$ cat src/tdm_link_ring.sv
package tdm_ring_pkg;
	localparam int LINKS = 16;
	localparam int REFS = 4;
	localparam int SEL_W = 5;
	localparam int CNT_W = 10;
	localparam int CLK_NS = 25;
	localparam int FRAME_RATE_HZ = 8000;
	localparam logic [1:0] SIZE_32 = 2'h0;
	localparam logic [1:0] SIZE_64 = 2'h1;
	localparam logic [1:0] SIZE_128 = 2'h2;
	localparam int RING_DEPTH = 2;

	typedef struct packed {
		logic frame_start;
		logic [3:0] link;
		logic [7:0] data;
	} rx_word_type;

	typedef enum {RING_IDLE, RING_HEAD, RING_DATA} ring_state_type;

	// Last bit index of a frame for a channel count
	function automatic logic [CNT_W-1:0] frame_last(input logic [1:0] size);
		unique case (size)
			SIZE_32: frame_last = 10'h0FF;
			SIZE_64: frame_last = 10'h1FF;
			default: frame_last = 10'h3FF;
		endcase
	endfunction

	function automatic logic frame_seen(input logic level, input logic telecom, input logic pol);
		frame_seen = telecom ? !level : (level == pol);
	endfunction
endpackage

`timescale 1ns/100ps
module tdm_link_ring import tdm_ring_pkg::*; (
	input wire logic mclk,
	input wire logic reset_n,
	input wire logic [LINKS-1:0] serial_rx_data,
	input wire logic [LINKS-1:0] link_rx_clock,
	input wire logic [LINKS-1:0] link_rx_frame_pulse,
	input wire logic [REFS-1:0] ref_clock_in,
	input wire logic [LINKS-1:0] link_tx_clock_in,
	output logic [LINKS-1:0] link_tx_clock_out,
	output logic [LINKS-1:0] link_tx_clock_oe,
	input wire logic [LINKS-1:0] link_tx_frame_pulse_in,
	output logic [LINKS-1:0] link_tx_frame_pulse_out,
	output logic [LINKS-1:0] link_tx_frame_pulse_oe,
	output logic [LINKS-1:0] serial_tx_data,
	output logic [LINKS-1:0] serial_tx_data_oe,
	input wire logic [LINKS-1:0] link_enable,
	input wire logic [LINKS-1:0] telecom_mode,
	input wire logic [LINKS-1:0] rx_frame_polarity,
	input wire logic [LINKS-1:0] tx_frame_polarity,
	input wire logic [LINKS-1:0][1:0] rx_frame_size,
	input wire logic [LINKS-1:0][1:0] tx_frame_size,
	input wire logic [LINKS-1:0] tx_clock_output,
	input wire logic [LINKS-1:0] tx_clock_invert,
	input wire logic [LINKS-1:0][SEL_W-1:0] tx_clock_select,
	input wire logic [LINKS-1:0] tx_frame_output,
	input wire logic [LINKS-1:0] tx_slot_active,
	input wire logic [LINKS-1:0] tx_bit_data,
	input wire logic ring_enable,
	output logic [LINKS-1:0] rx_overrun,
	output logic [LINKS-1:0] rx_frame_lost,
	output logic ring_out_clock,
	output logic ring_out_sync,
	output logic [7:0] ring_out_bus,
	output logic ring_out_oe
);
	logic [LINKS-1:0] rxc_m_q, rxc_s_q, rxc_p_q, rxd_m_q, rxd_s_q, rxf_m_q, rxf_s_q;
	logic [LINKS-1:0] txc_m_q, txc_s_q, txf_m_q, txf_s_q, teff_q;
	logic [REFS-1:0] ref_m_q, ref_s_q;
	logic [LINKS-1:0] rx_rise, rx_frame, tx_edge, teff, pend_q, pend_sof_q, grant;
	logic [LINKS-1:0][7:0] shift_q, pend_data_q;
	logic [LINKS-1:0][CNT_W-1:0] rxcnt_q, txcnt_q;
	logic [LINKS-1:0] src_clk;
	rx_word_type in_word, out_word;
	logic in_valid, in_ready, out_valid, out_ready, ring_ph_q;
	ring_state_type ring_state_q;

	// Two flops per pin feed logic from the second stage; the receive clocks get a third flop for rising-edge detection
	always_ff @(posedge mclk or negedge reset_n) begin
		if (!reset_n) begin
			{rxc_m_q, rxc_s_q, rxc_p_q, rxd_m_q, rxd_s_q, rxf_m_q, rxf_s_q} <= '0;
			{txc_m_q, txc_s_q, txf_m_q, txf_s_q, ref_m_q, ref_s_q} <= '0;
		end else begin
			rxc_m_q <= link_rx_clock;
			rxc_s_q <= rxc_m_q;
			rxc_p_q <= rxc_s_q;
			rxd_m_q <= serial_rx_data;
			rxd_s_q <= rxd_m_q;
			rxf_m_q <= link_rx_frame_pulse;
			rxf_s_q <= rxf_m_q;
			txc_m_q <= link_tx_clock_in;
			txc_s_q <= txc_m_q;
			txf_m_q <= link_tx_frame_pulse_in;
			txf_s_q <= txf_m_q;
			ref_m_q <= ref_clock_in;
			ref_s_q <= ref_m_q;
		end
	end

	always_comb begin
		for (int i = 0; i < LINKS; i++) begin
			rx_rise[i] = rxc_s_q[i] && !rxc_p_q[i];
			rx_frame[i] = frame_seen(rxf_s_q[i], telecom_mode[i], rx_frame_polarity[i]);
			src_clk[i] = tx_clock_select[i][4] ? ref_s_q[tx_clock_select[i][1:0]]
				: rxc_s_q[tx_clock_select[i][3:0]];
			teff[i] = (tx_clock_output[i] ? src_clk[i] : txc_s_q[i]) ^ tx_clock_invert[i];
			tx_edge[i] = teff[i] && !teff_q[i];
		end
	end

	// Receive: count bits from the frame pulse, hand over each byte
	always_ff @(posedge mclk or negedge reset_n) begin
		if (!reset_n) begin
			rxcnt_q <= '0;
			shift_q <= '0;
			pend_q <= '0;
			pend_sof_q <= '0;
			pend_data_q <= '0;
			rx_overrun <= '0;
			rx_frame_lost <= '0;
		end else begin
			for (int i = 0; i < LINKS; i++) begin
				if (grant[i]) begin
					pend_q[i] <= 1'b0;
				end
				if (rx_rise[i] && link_enable[i]) begin
					logic [CNT_W-1:0] cnt;
					logic [7:0] sh;
					cnt = '0;
					sh = {shift_q[i][6:0], rxd_s_q[i]};
					if (rx_frame[i]) begin
						rx_frame_lost[i] <= 1'b0;
					end else if (rxcnt_q[i] == frame_last(rx_frame_size[i])) begin
						rx_frame_lost[i] <= 1'b1;
					end else begin
						cnt = rxcnt_q[i] + 1'b1;
					end
					shift_q[i] <= sh;
					rxcnt_q[i] <= cnt;
					if (cnt[2:0] == 3'h7) begin
						// A new byte wins over the grant that clears the slot
						pend_q[i] <= 1'b1;
						pend_data_q[i] <= sh;
						pend_sof_q[i] <= (cnt == 10'h007);
						if (pend_q[i] && !grant[i]) begin
							rx_overrun[i] <= 1'b1;
						end
					end
				end
			end
		end
	end

	// Fixed priority to the lowest link; a byte lasts eight link bits, far longer than a scan
	always_comb begin
		grant = '0;
		in_word = '0;
		in_valid = 1'b0;
		for (int i = LINKS - 1; i >= 0; i--) begin
			if (pend_q[i]) begin
				in_valid = 1'b1;
				in_word = '{frame_start: pend_sof_q[i], link: 4'(i), data: pend_data_q[i]};
				grant = '0;
				grant[i] = in_ready;
			end
		end
	end

	tdm_ring_fifo2 #(.WIDTH($bits(rx_word_type)), .DEPTH(RING_DEPTH)) buffer_u (
		.mclk(mclk),
		.reset_n(reset_n),
		.in_valid(in_valid),
		.in_ready(in_ready),
		.in_data(in_word),
		.out_valid(out_valid),
		.out_ready(out_ready),
		.out_data(out_word)
	);

	// Transmit clock, frame pulse and data per link
	always_ff @(posedge mclk or negedge reset_n) begin
		if (!reset_n) begin
			teff_q <= '0;
			txcnt_q <= '0;
			link_tx_clock_out <= '0;
			link_tx_clock_oe <= '0;
			link_tx_frame_pulse_out <= '1;
			link_tx_frame_pulse_oe <= '0;
			serial_tx_data <= '0;
			serial_tx_data_oe <= '0;
		end else begin
			teff_q <= teff;
			for (int i = 0; i < LINKS; i++) begin
				link_tx_clock_out[i] <= src_clk[i] ^ tx_clock_invert[i];
				link_tx_clock_oe[i] <= tx_clock_output[i];
				link_tx_frame_pulse_oe[i] <= tx_frame_output[i];
				link_tx_frame_pulse_out[i] <= telecom_mode[i] ? (txcnt_q[i] != '0)
					: ((txcnt_q[i] == '0) == tx_frame_polarity[i]);
				if (tx_edge[i]) begin
					if (!tx_frame_output[i]
						&& frame_seen(txf_s_q[i], telecom_mode[i], tx_frame_polarity[i])) begin
						txcnt_q[i] <= '0;
					end else if (txcnt_q[i] == frame_last(tx_frame_size[i])) begin
						txcnt_q[i] <= '0;
					end else begin
						txcnt_q[i] <= txcnt_q[i] + 1'b1;
					end
					serial_tx_data[i] <= tx_bit_data[i];
					serial_tx_data_oe[i] <= link_enable[i] && tx_slot_active[i];
				end
				if (!link_enable[i]) begin
					serial_tx_data_oe[i] <= 1'b0;
				end
			end
		end
	end

	// Ring port: clock is mclk halved; a sync byte carries frame start and link, then the data
	assign out_ready = ring_ph_q && (ring_state_q == RING_HEAD);

	always_ff @(posedge mclk or negedge reset_n) begin
		if (!reset_n) begin
			ring_ph_q <= 1'b0;
			ring_out_clock <= 1'b0;
			ring_out_oe <= 1'b0;
			ring_out_sync <= 1'b0;
			ring_out_bus <= '0;
			ring_state_q <= RING_IDLE;
		end else begin
			ring_ph_q <= ring_enable && !ring_ph_q;
			ring_out_clock <= ring_enable && !ring_ph_q;
			ring_out_oe <= ring_enable;
			if (ring_ph_q) begin
				unique case (ring_state_q)
					RING_HEAD: begin
						ring_out_bus <= out_word.data;
						ring_out_sync <= 1'b0;
						ring_state_q <= RING_DATA;
					end
					RING_IDLE, RING_DATA: begin
						ring_out_sync <= out_valid;
						ring_out_bus <= out_valid ? {out_word.frame_start, 3'h0, out_word.link} : '0;
						ring_state_q <= out_valid ? RING_HEAD : RING_IDLE;
					end
				endcase
			end
		end
	end
endmodule

$ cat src/tdm_ring_fifo2.sv
`timescale 1ns/100ps
module tdm_ring_fifo2 #(
	parameter int WIDTH = 13,
	parameter int DEPTH = 2
) (
	input wire logic mclk,
	input wire logic reset_n,
	input wire logic in_valid,
	output logic in_ready,
	input wire logic [WIDTH-1:0] in_data,
	output logic out_valid,
	input wire logic out_ready,
	output logic [WIDTH-1:0] out_data
);
	localparam int AW = (DEPTH > 1) ? $clog2(DEPTH) : 1;
	logic [WIDTH-1:0] mem_q [DEPTH];
	logic [AW-1:0] wr_q;
	logic [AW-1:0] rd_q;
	logic [AW:0] count_q;
	logic push;
	logic pop;

	assign in_ready = (count_q != (AW+1)'(DEPTH));
	assign out_valid = (count_q != '0);
	assign push = in_valid && in_ready;
	assign pop = out_valid && out_ready;
	// Head word is read straight from a storage register
	assign out_data = mem_q[rd_q];

	always_ff @(posedge mclk) begin
		if (push) begin
			mem_q[wr_q] <= in_data;
		end
	end

	always_ff @(posedge mclk or negedge reset_n) begin
		if (!reset_n) begin
			wr_q <= '0;
			rd_q <= '0;
			count_q <= '0;
		end else begin
			if (push) begin
				wr_q <= (wr_q == AW'(DEPTH - 1)) ? '0 : wr_q + 1'b1;
			end
			if (pop) begin
				rd_q <= (rd_q == AW'(DEPTH - 1)) ? '0 : rd_q + 1'b1;
			end
			count_q <= count_q + (AW+1)'(push) - (AW+1)'(pop);
		end
	end
endmodule

$ cat config.mk
export PLATFORM = sky130hd
export DESIGN_NAME = tdm_link_ring
export DESIGN_NICKNAME = d
export VERILOG_FILES = /design/src/tdm_link_ring.sv /design/src/tdm_ring_fifo2.sv
export SDC_FILE = /design/constraint.sdc
export NUM_CORES = 2
export LEC_CHECK = 0
export BUFFER_PORTS_ARGS = -buffer_cell sky130_fd_sc_hd__buf_2
export CAP_MARGIN = 0
export CORE_MARGIN = 10
export CORE_UTILIZATION = 40
export CTS_CLUSTER_DIAMETER = 150
export DETAILED_ROUTE_END_ITERATION = 10
export GPL_TIMING_DRIVEN = 1
export PLACE_DENSITY = 0.6
export SLEW_MARGIN = 20
export SYNTH_ARGS = -nofsm -noshare
export SYNTH_HDL_FRONTEND = slang
export SYNTH_HIERARCHICAL = 1
export SYNTH_SLANG_ARGS = --single-unit
$ cat constraint.sdc
create_clock -name mclk -period 3.1 [get_ports mclk]
set_input_delay 0.31 -clock mclk [delete_from_list [all_inputs] [get_ports mclk]]
set_output_delay 0.31 -clock mclk [all_outputs]
set_load 0.005 [all_outputs]
======== After elaboration in Yosys (flattened, before gate mapping) ========
Memory sizes are Yosys's and may differ from the RTL's.
Cells that the tools add are included.
W data, S select, Z words.
word-level totals
  bits in writable memories ............... 26
  output and inout bits ................... 139
  flip-flop bits (word level) ............. 967
  memories kept ........................... 1
  logic and storage cells ................. 1,253
operators by class
  bitwise gates (word level) .............. 32
  mux-type cells .......................... 489
  add/sub/neg operators ................... 36
  reductions and logical operators ........ 328
  order comparisons ....................... 32
  equal/unequal tests ..................... 164
memories
  memory          depth  width  rd ports  clocked after Yosys merged registers in  write ports  RTL line              RTL
  buffer_u.mem_q  2      13     1         0                                        1            tdm_ring_fifo2.sv:16  logic [WIDTH-1:0] mem_q [DEPTH];
operators by type and width
  cell                     count
  $mux W10                 144
  $pmux W10 S2             32
  $add A10 B1 Y10 const B  32
  $eq A10 B10 Y1           32
  $mux W16                 16
  $mux W1                  245
  $mux W13                 16
  $eq A10 B3 Y1 const B    16
  $logic_not A10 Y1        16
  $reduce_bool A10 Y1      16
  $logic_and A1 B1 Y1      100
  $logic_not A1 Y1         97
  $lt A4 B5 Y1 const B     16
  $bmux W1 S4              16
  $eq A2 B1 Y1 const B     32
  $eq A32 B2 Y1 const B    2
  $logic_not A2 Y1         32
  $pmux W32 S2             1
  $reduce_and A2 Y1        32
  $eq A1 B1 Y1             48
  $eq A3 B3 Y1 const B     16
  $lt A2 B3 Y1 const B     16
  $reduce_and A3 Y1        16
  $reduce_bool A2 Y1       17
  other kinds (13)         75

======== Longest topological paths before layout ========
  word-level depth ........................ 20
  depth in mapped cells ................... 10
  gate-level depth less buffers ........... 9

======== Cells and area by module ========
The synthesis kept the hierarchy.
by module, submodules not included
  module          area each (um^2)  cells each  times used  sequential area each (um^2)
  tdm_link_ring   45,836.5          4,550       1           23,342.4
  tdm_ring_fifo2  1,153.6           62          1           880.8

======== Worst setup path after synthesis ========
No wires, ideal clock.
  path kind ............................... register -> register
  from .................................... register rxc_s_q[15]
  to ...................................... register serial_tx_data[12]
  cell stages (with the launch flop) ...... 9
  slack ................................... 490 ps
  library setup time ...................... 125 ps
  buffers on the path ..................... 1
  data arrival time ....................... 2,485 ps
  cells stage by stage .................... dfrtp_1 > buf_2 > mux4_2 > mux2i_1 > nor3b_1 > a211oi_2 > mux2_4 > nor2_2 > mux2_2
on the way
  longest elaborated chain between the ends .. 6
RTL lines
  element                         RTL line              RTL
  start: declaration              tdm_link_ring.sv:71   logic [LINKS-1:0] rxc_m_q, rxc_s_q, rxc_p_q, rxd_m_q, rxd_s_q, rxf_m_q, rxf_s_q;
  start signal: assignment        tdm_link_ring.sv:89   rxc_s_q <= rxc_m_q;
  $bmux W1 S4                     tdm_link_ring.sv:109  : rxc_s_q[tx_clock_select[i][3:0]];
  $mux W1 (not written as such)   tdm_link_ring.sv:109
  $mux W1                         tdm_link_ring.sv:108  src_clk[i] = tx_clock_select[i][4] ? ref_s_q[tx_clock_select[i][1:0]]
  $mux W1                         tdm_link_ring.sv:110  teff[i] = (tx_clock_output[i] ? src_clk[i] : txc_s_q[i]) ^ tx_clock_invert[i];
  $xor A1 B1 Y1                   tdm_link_ring.sv:110
  $logic_and A1 B1 Y1             tdm_link_ring.sv:111  tx_edge[i] = teff[i] && !teff_q[i];
  end signal: indexed assignment  tdm_link_ring.sv:212  serial_tx_data[i] <= tx_bit_data[i];
  end: declaration                tdm_link_ring.sv:49   output logic [LINKS-1:0] serial_tx_data,
No other way between the ends. The select of a mux whose other input is x is not followed.
A chain may end at the register's enable or synchronous reset.

======== Final worst setup path ========
  from .................................... register rxc_s_q[7]
  to ...................................... register serial_tx_data_oe[6]
on the way
  longest elaborated chain between the ends .. 7
RTL lines
  element                         RTL line              RTL
  $bmux W1 S4                     tdm_link_ring.sv:109
  $mux W1 (not written as such)   tdm_link_ring.sv:109
  $mux W1                         tdm_link_ring.sv:108
  $mux W1                         tdm_link_ring.sv:110
  $xor A1 B1 Y1                   tdm_link_ring.sv:110
  $logic_and A1 B1 Y1             tdm_link_ring.sv:111
  $ne A2 B1 Y1 (no line)          n/a
  end signal: indexed assignment  tdm_link_ring.sv:213  serial_tx_data_oe[i] <= link_enable[i] && tx_slot_active[i];
  end: declaration                tdm_link_ring.sv:50   output logic [LINKS-1:0] serial_tx_data_oe,
No other way between the ends. The select of a mux whose other input is x is not followed.

==> metrics.csv <==
metric,value,unit
Worst Path Arrival,3.68,ns
GRT Total Usage,21.3,%
Final Hold Viols,0,
aggregate routed wire length,143000,um
row count,125,
die width,363,um
CTS root buffer,clkbuf_16,
IO Count,514,
Syn Inst Count,4612,
Port Buf Inserts,513,
core footprint,116000,um2
CP required,3.74,ns
Finished Core Util,49.7,%
"flops & latches, synth",962,
worst min path class,input pin to flop,
wire per inst,20.4,um
via count,38239,
"Seq/Total Area, Yosys",51.5,%
Leak,26.4,nW
drt initial violations,3308,
Post-Syn Area,47000,um2
area of the multi-input gates,21500,um2
Fmax,328,MHz
asr flop ratio synth,97.3,%
TritonCTS Sinks,962,
Chip Height,363,um
Final Cell Area,57900,um2
placed wire-length estimate,106000,um
routability-driven placement congestion ratio,0.934,
max_cap viols,0,
"EDFF count, synth",26,
Antenna Violating Nets Remaining,0,
Worst VDD drop,0.457,mV
largest net degree at the start of global routing,100,
Yosys cell types,86,
Crit. End Element,flop,
clock-pin slew on the worst setup and hold paths,0.06,ns
Fin Clk Skew,0.0314,ns
CP Class,flop to flop,
"most common cell after layout, fill and taps aside",dfrtp_1,
Starting Density,40.4,%
layout cells sized above 1,21.6,%
Worst setup SP type,flop,
clk buf depth,3,
Slew Limit Fails,0,
first-pass GRT wire length,222000,um
PwrDens,595,nW/um2
clk_lat worst skew,0.71,ns
CTS buffer count,108,
Setup Viol. Count Final,0,
Post-Place Cell Area,51800,um2
FF+latch area,24200,um2
die area,132000,um2
TritonRoute pass-1 iters,5,
H-tree Lvls,3,
syn avg cell area,10.2,um2
vias in the first global route,37398,
Syn Nets,5036,
initial antenna violation count,51,
relative slew slack,30.7,%
critical-path maximum fanout,14,
minimum clock period,3.05,ns
DR vias/cell,5.44,
synth warn,6,
Syn-to-layout area delta,23.2,%
CTS tree,done,
Post-synth top flop,dfrtp_1,
status,finished clean,
FILL cells,10630,
actual slew at the worst max-slew pin,1.04,ns
most frequent cells in the layout,"dfrtp_1 (913), nand2_1 (667), buf_2 (512)",
Residual DRC,0,
grt total ovfl,0,
crit share post-route,98.3,%
Final nets,5801,
[report_power, final]
part	total [mW]	switching [mW]	internal, mW
combinational	5.44	2.95	2.50
sequential	15.4	1.32	14.1
clock	13.5	5.44	8.11
total	34.4	9.70	24.7
[final cells by class]
| class | count | area share [%] |
|---|---|---|
| diodes | 30 | 0.130 |
| flip-flops and latches | 962 | 41.9 |
| clock buffers | 156 | 5.40 |
| multi-input cells | 3321 | 37.1 |
| well taps | 1524 | 3.29 |
| clock inverters | 47 | 1.15 |
| inverters | 115 | 0.746 |
| repair buffers | 869 | 10.3 |
[flip-flops by register name, summed over array words and instances, names as in the netlist, 26 cells and up]
register / cells
rxcnt_q: 160
txcnt_q: 160
pend_data_q: 128
shift_q: 112
buffer_u/mem_q: 26
[worst paths after layout]
path / start / endpoint / slack (ns) / cells past startpoint
setup / recovery: rxc_s_q[7] / serial_tx_data_oe[6] / 0.05 / 10
hold / removal: telecom_mode[8] / link_tx_frame_pulse_out[8] / 0.04 / 3
setup reg to reg: rxc_s_q[7] / serial_tx_data_oe[6] / 0.05 / 10
hold reg to reg: txf_m_q[12] / txf_s_q[12] / 0.35 / 0
max in group asynchronous: reset_n / shift_q[124] / 1.79 / 3
min in group asynchronous: reset_n / teff_q[3] / 0.21 / 2
[stage by stage]
step                      cells  setup TNS, ns  hold slack [ns]  setup slack (ns)  total power [mW]
after floorplan            4612              0           0.0144             0.490              18.5
after global placement     6569              0            0.331             0.184              20.7
after detailed placement   6569              0            0.335             0.120              20.9
after CTS                  6993              0          0.00170            0.0446              34.8
after global routing       7017       -0.00260           0.0174          -0.00260              36.3
final                      7024              0           0.0420            0.0522              34.4
[per-layer routing]
layer,global-route usage [%],up-vias,wire length (um),share of wire (%)
met2,33.5,1171,65400,46
li1,-,18014,-,-
met5,0,-,161,0.11
met3,4.95,267,11200,7.8
met1,29.0,18763,62300,44
met4,6.93,24,4030,2.8
[Yosys cell counts, drive strengths merged, types with 47 or more instances]
| master | instances | area [um2] |
|---|---|---|
| dfrtp | 920 | 23000 |
| nand2 | 668 | 2510 |
| o21ai | 500 | 2500 |
| nor2 | 265 | 1000 |
| mux2 | 171 | 1930 |
| clkbuf | 152 | 574 |
| and3 | 149 | 932 |
| nand2b | 133 | 845 |
| nor2b | 118 | 738 |
| a21oi | 116 | 581 |
| o31ai | 115 | 863 |
| inv | 114 | 428 |
| nand3 | 111 | 556 |
| nor3 | 85 | 430 |
| xnor2 | 78 | 728 |
| mux4 | 76 | 1750 |
| buf | 62 | 315 |
| xor2 | 58 | 508 |
| nor4 | 50 | 313 |
| ha | 49 | 613 |
| or2 | 49 | 307 |
| nor3b | 47 | 353 |
[worst max-delay path: stages, from the launching register on]
cell           delay (ns)
dfrtp_2              0.53
buf_4                0.21
mux4_2               0.48
a22oi_1              0.18
o311ai_1             0.17
xor2_1               0.20
a21oi_1              0.17
buf_4                0.23
nand2_1              0.07
a21boi_0             0.17
dlygate4sd3_1        0.58
[logic make-up (layout without fill, tap and decap cells)]
family | count (synthesis) | in the layout | share of synthesized area, %
adder cells (fa/ha/maj) | 57 | 57 | 1.48
multiplexers | 291 | 291 | 8.76
AO/OA/AOI/OAI | 1023 | 1023 | 13.5
buffers and inverters | 329 | 1187 | 2.81
XOR/XNOR | 136 | 136 | 2.63
flip-flops | 962 | 962 | 51.5
AND/OR/NAND/NOR | 1814 | 1814 | 19.2
other | 0 | 30 | 0
[timing repair]
action                     CTS  global route
buffers inserted             0             1
gates resized for setup      0            11
hold buffers               221             0
setup endpoints to repair    0            24
hold endpoints to repair   239             0
Power figures use the tool's default switching activity.
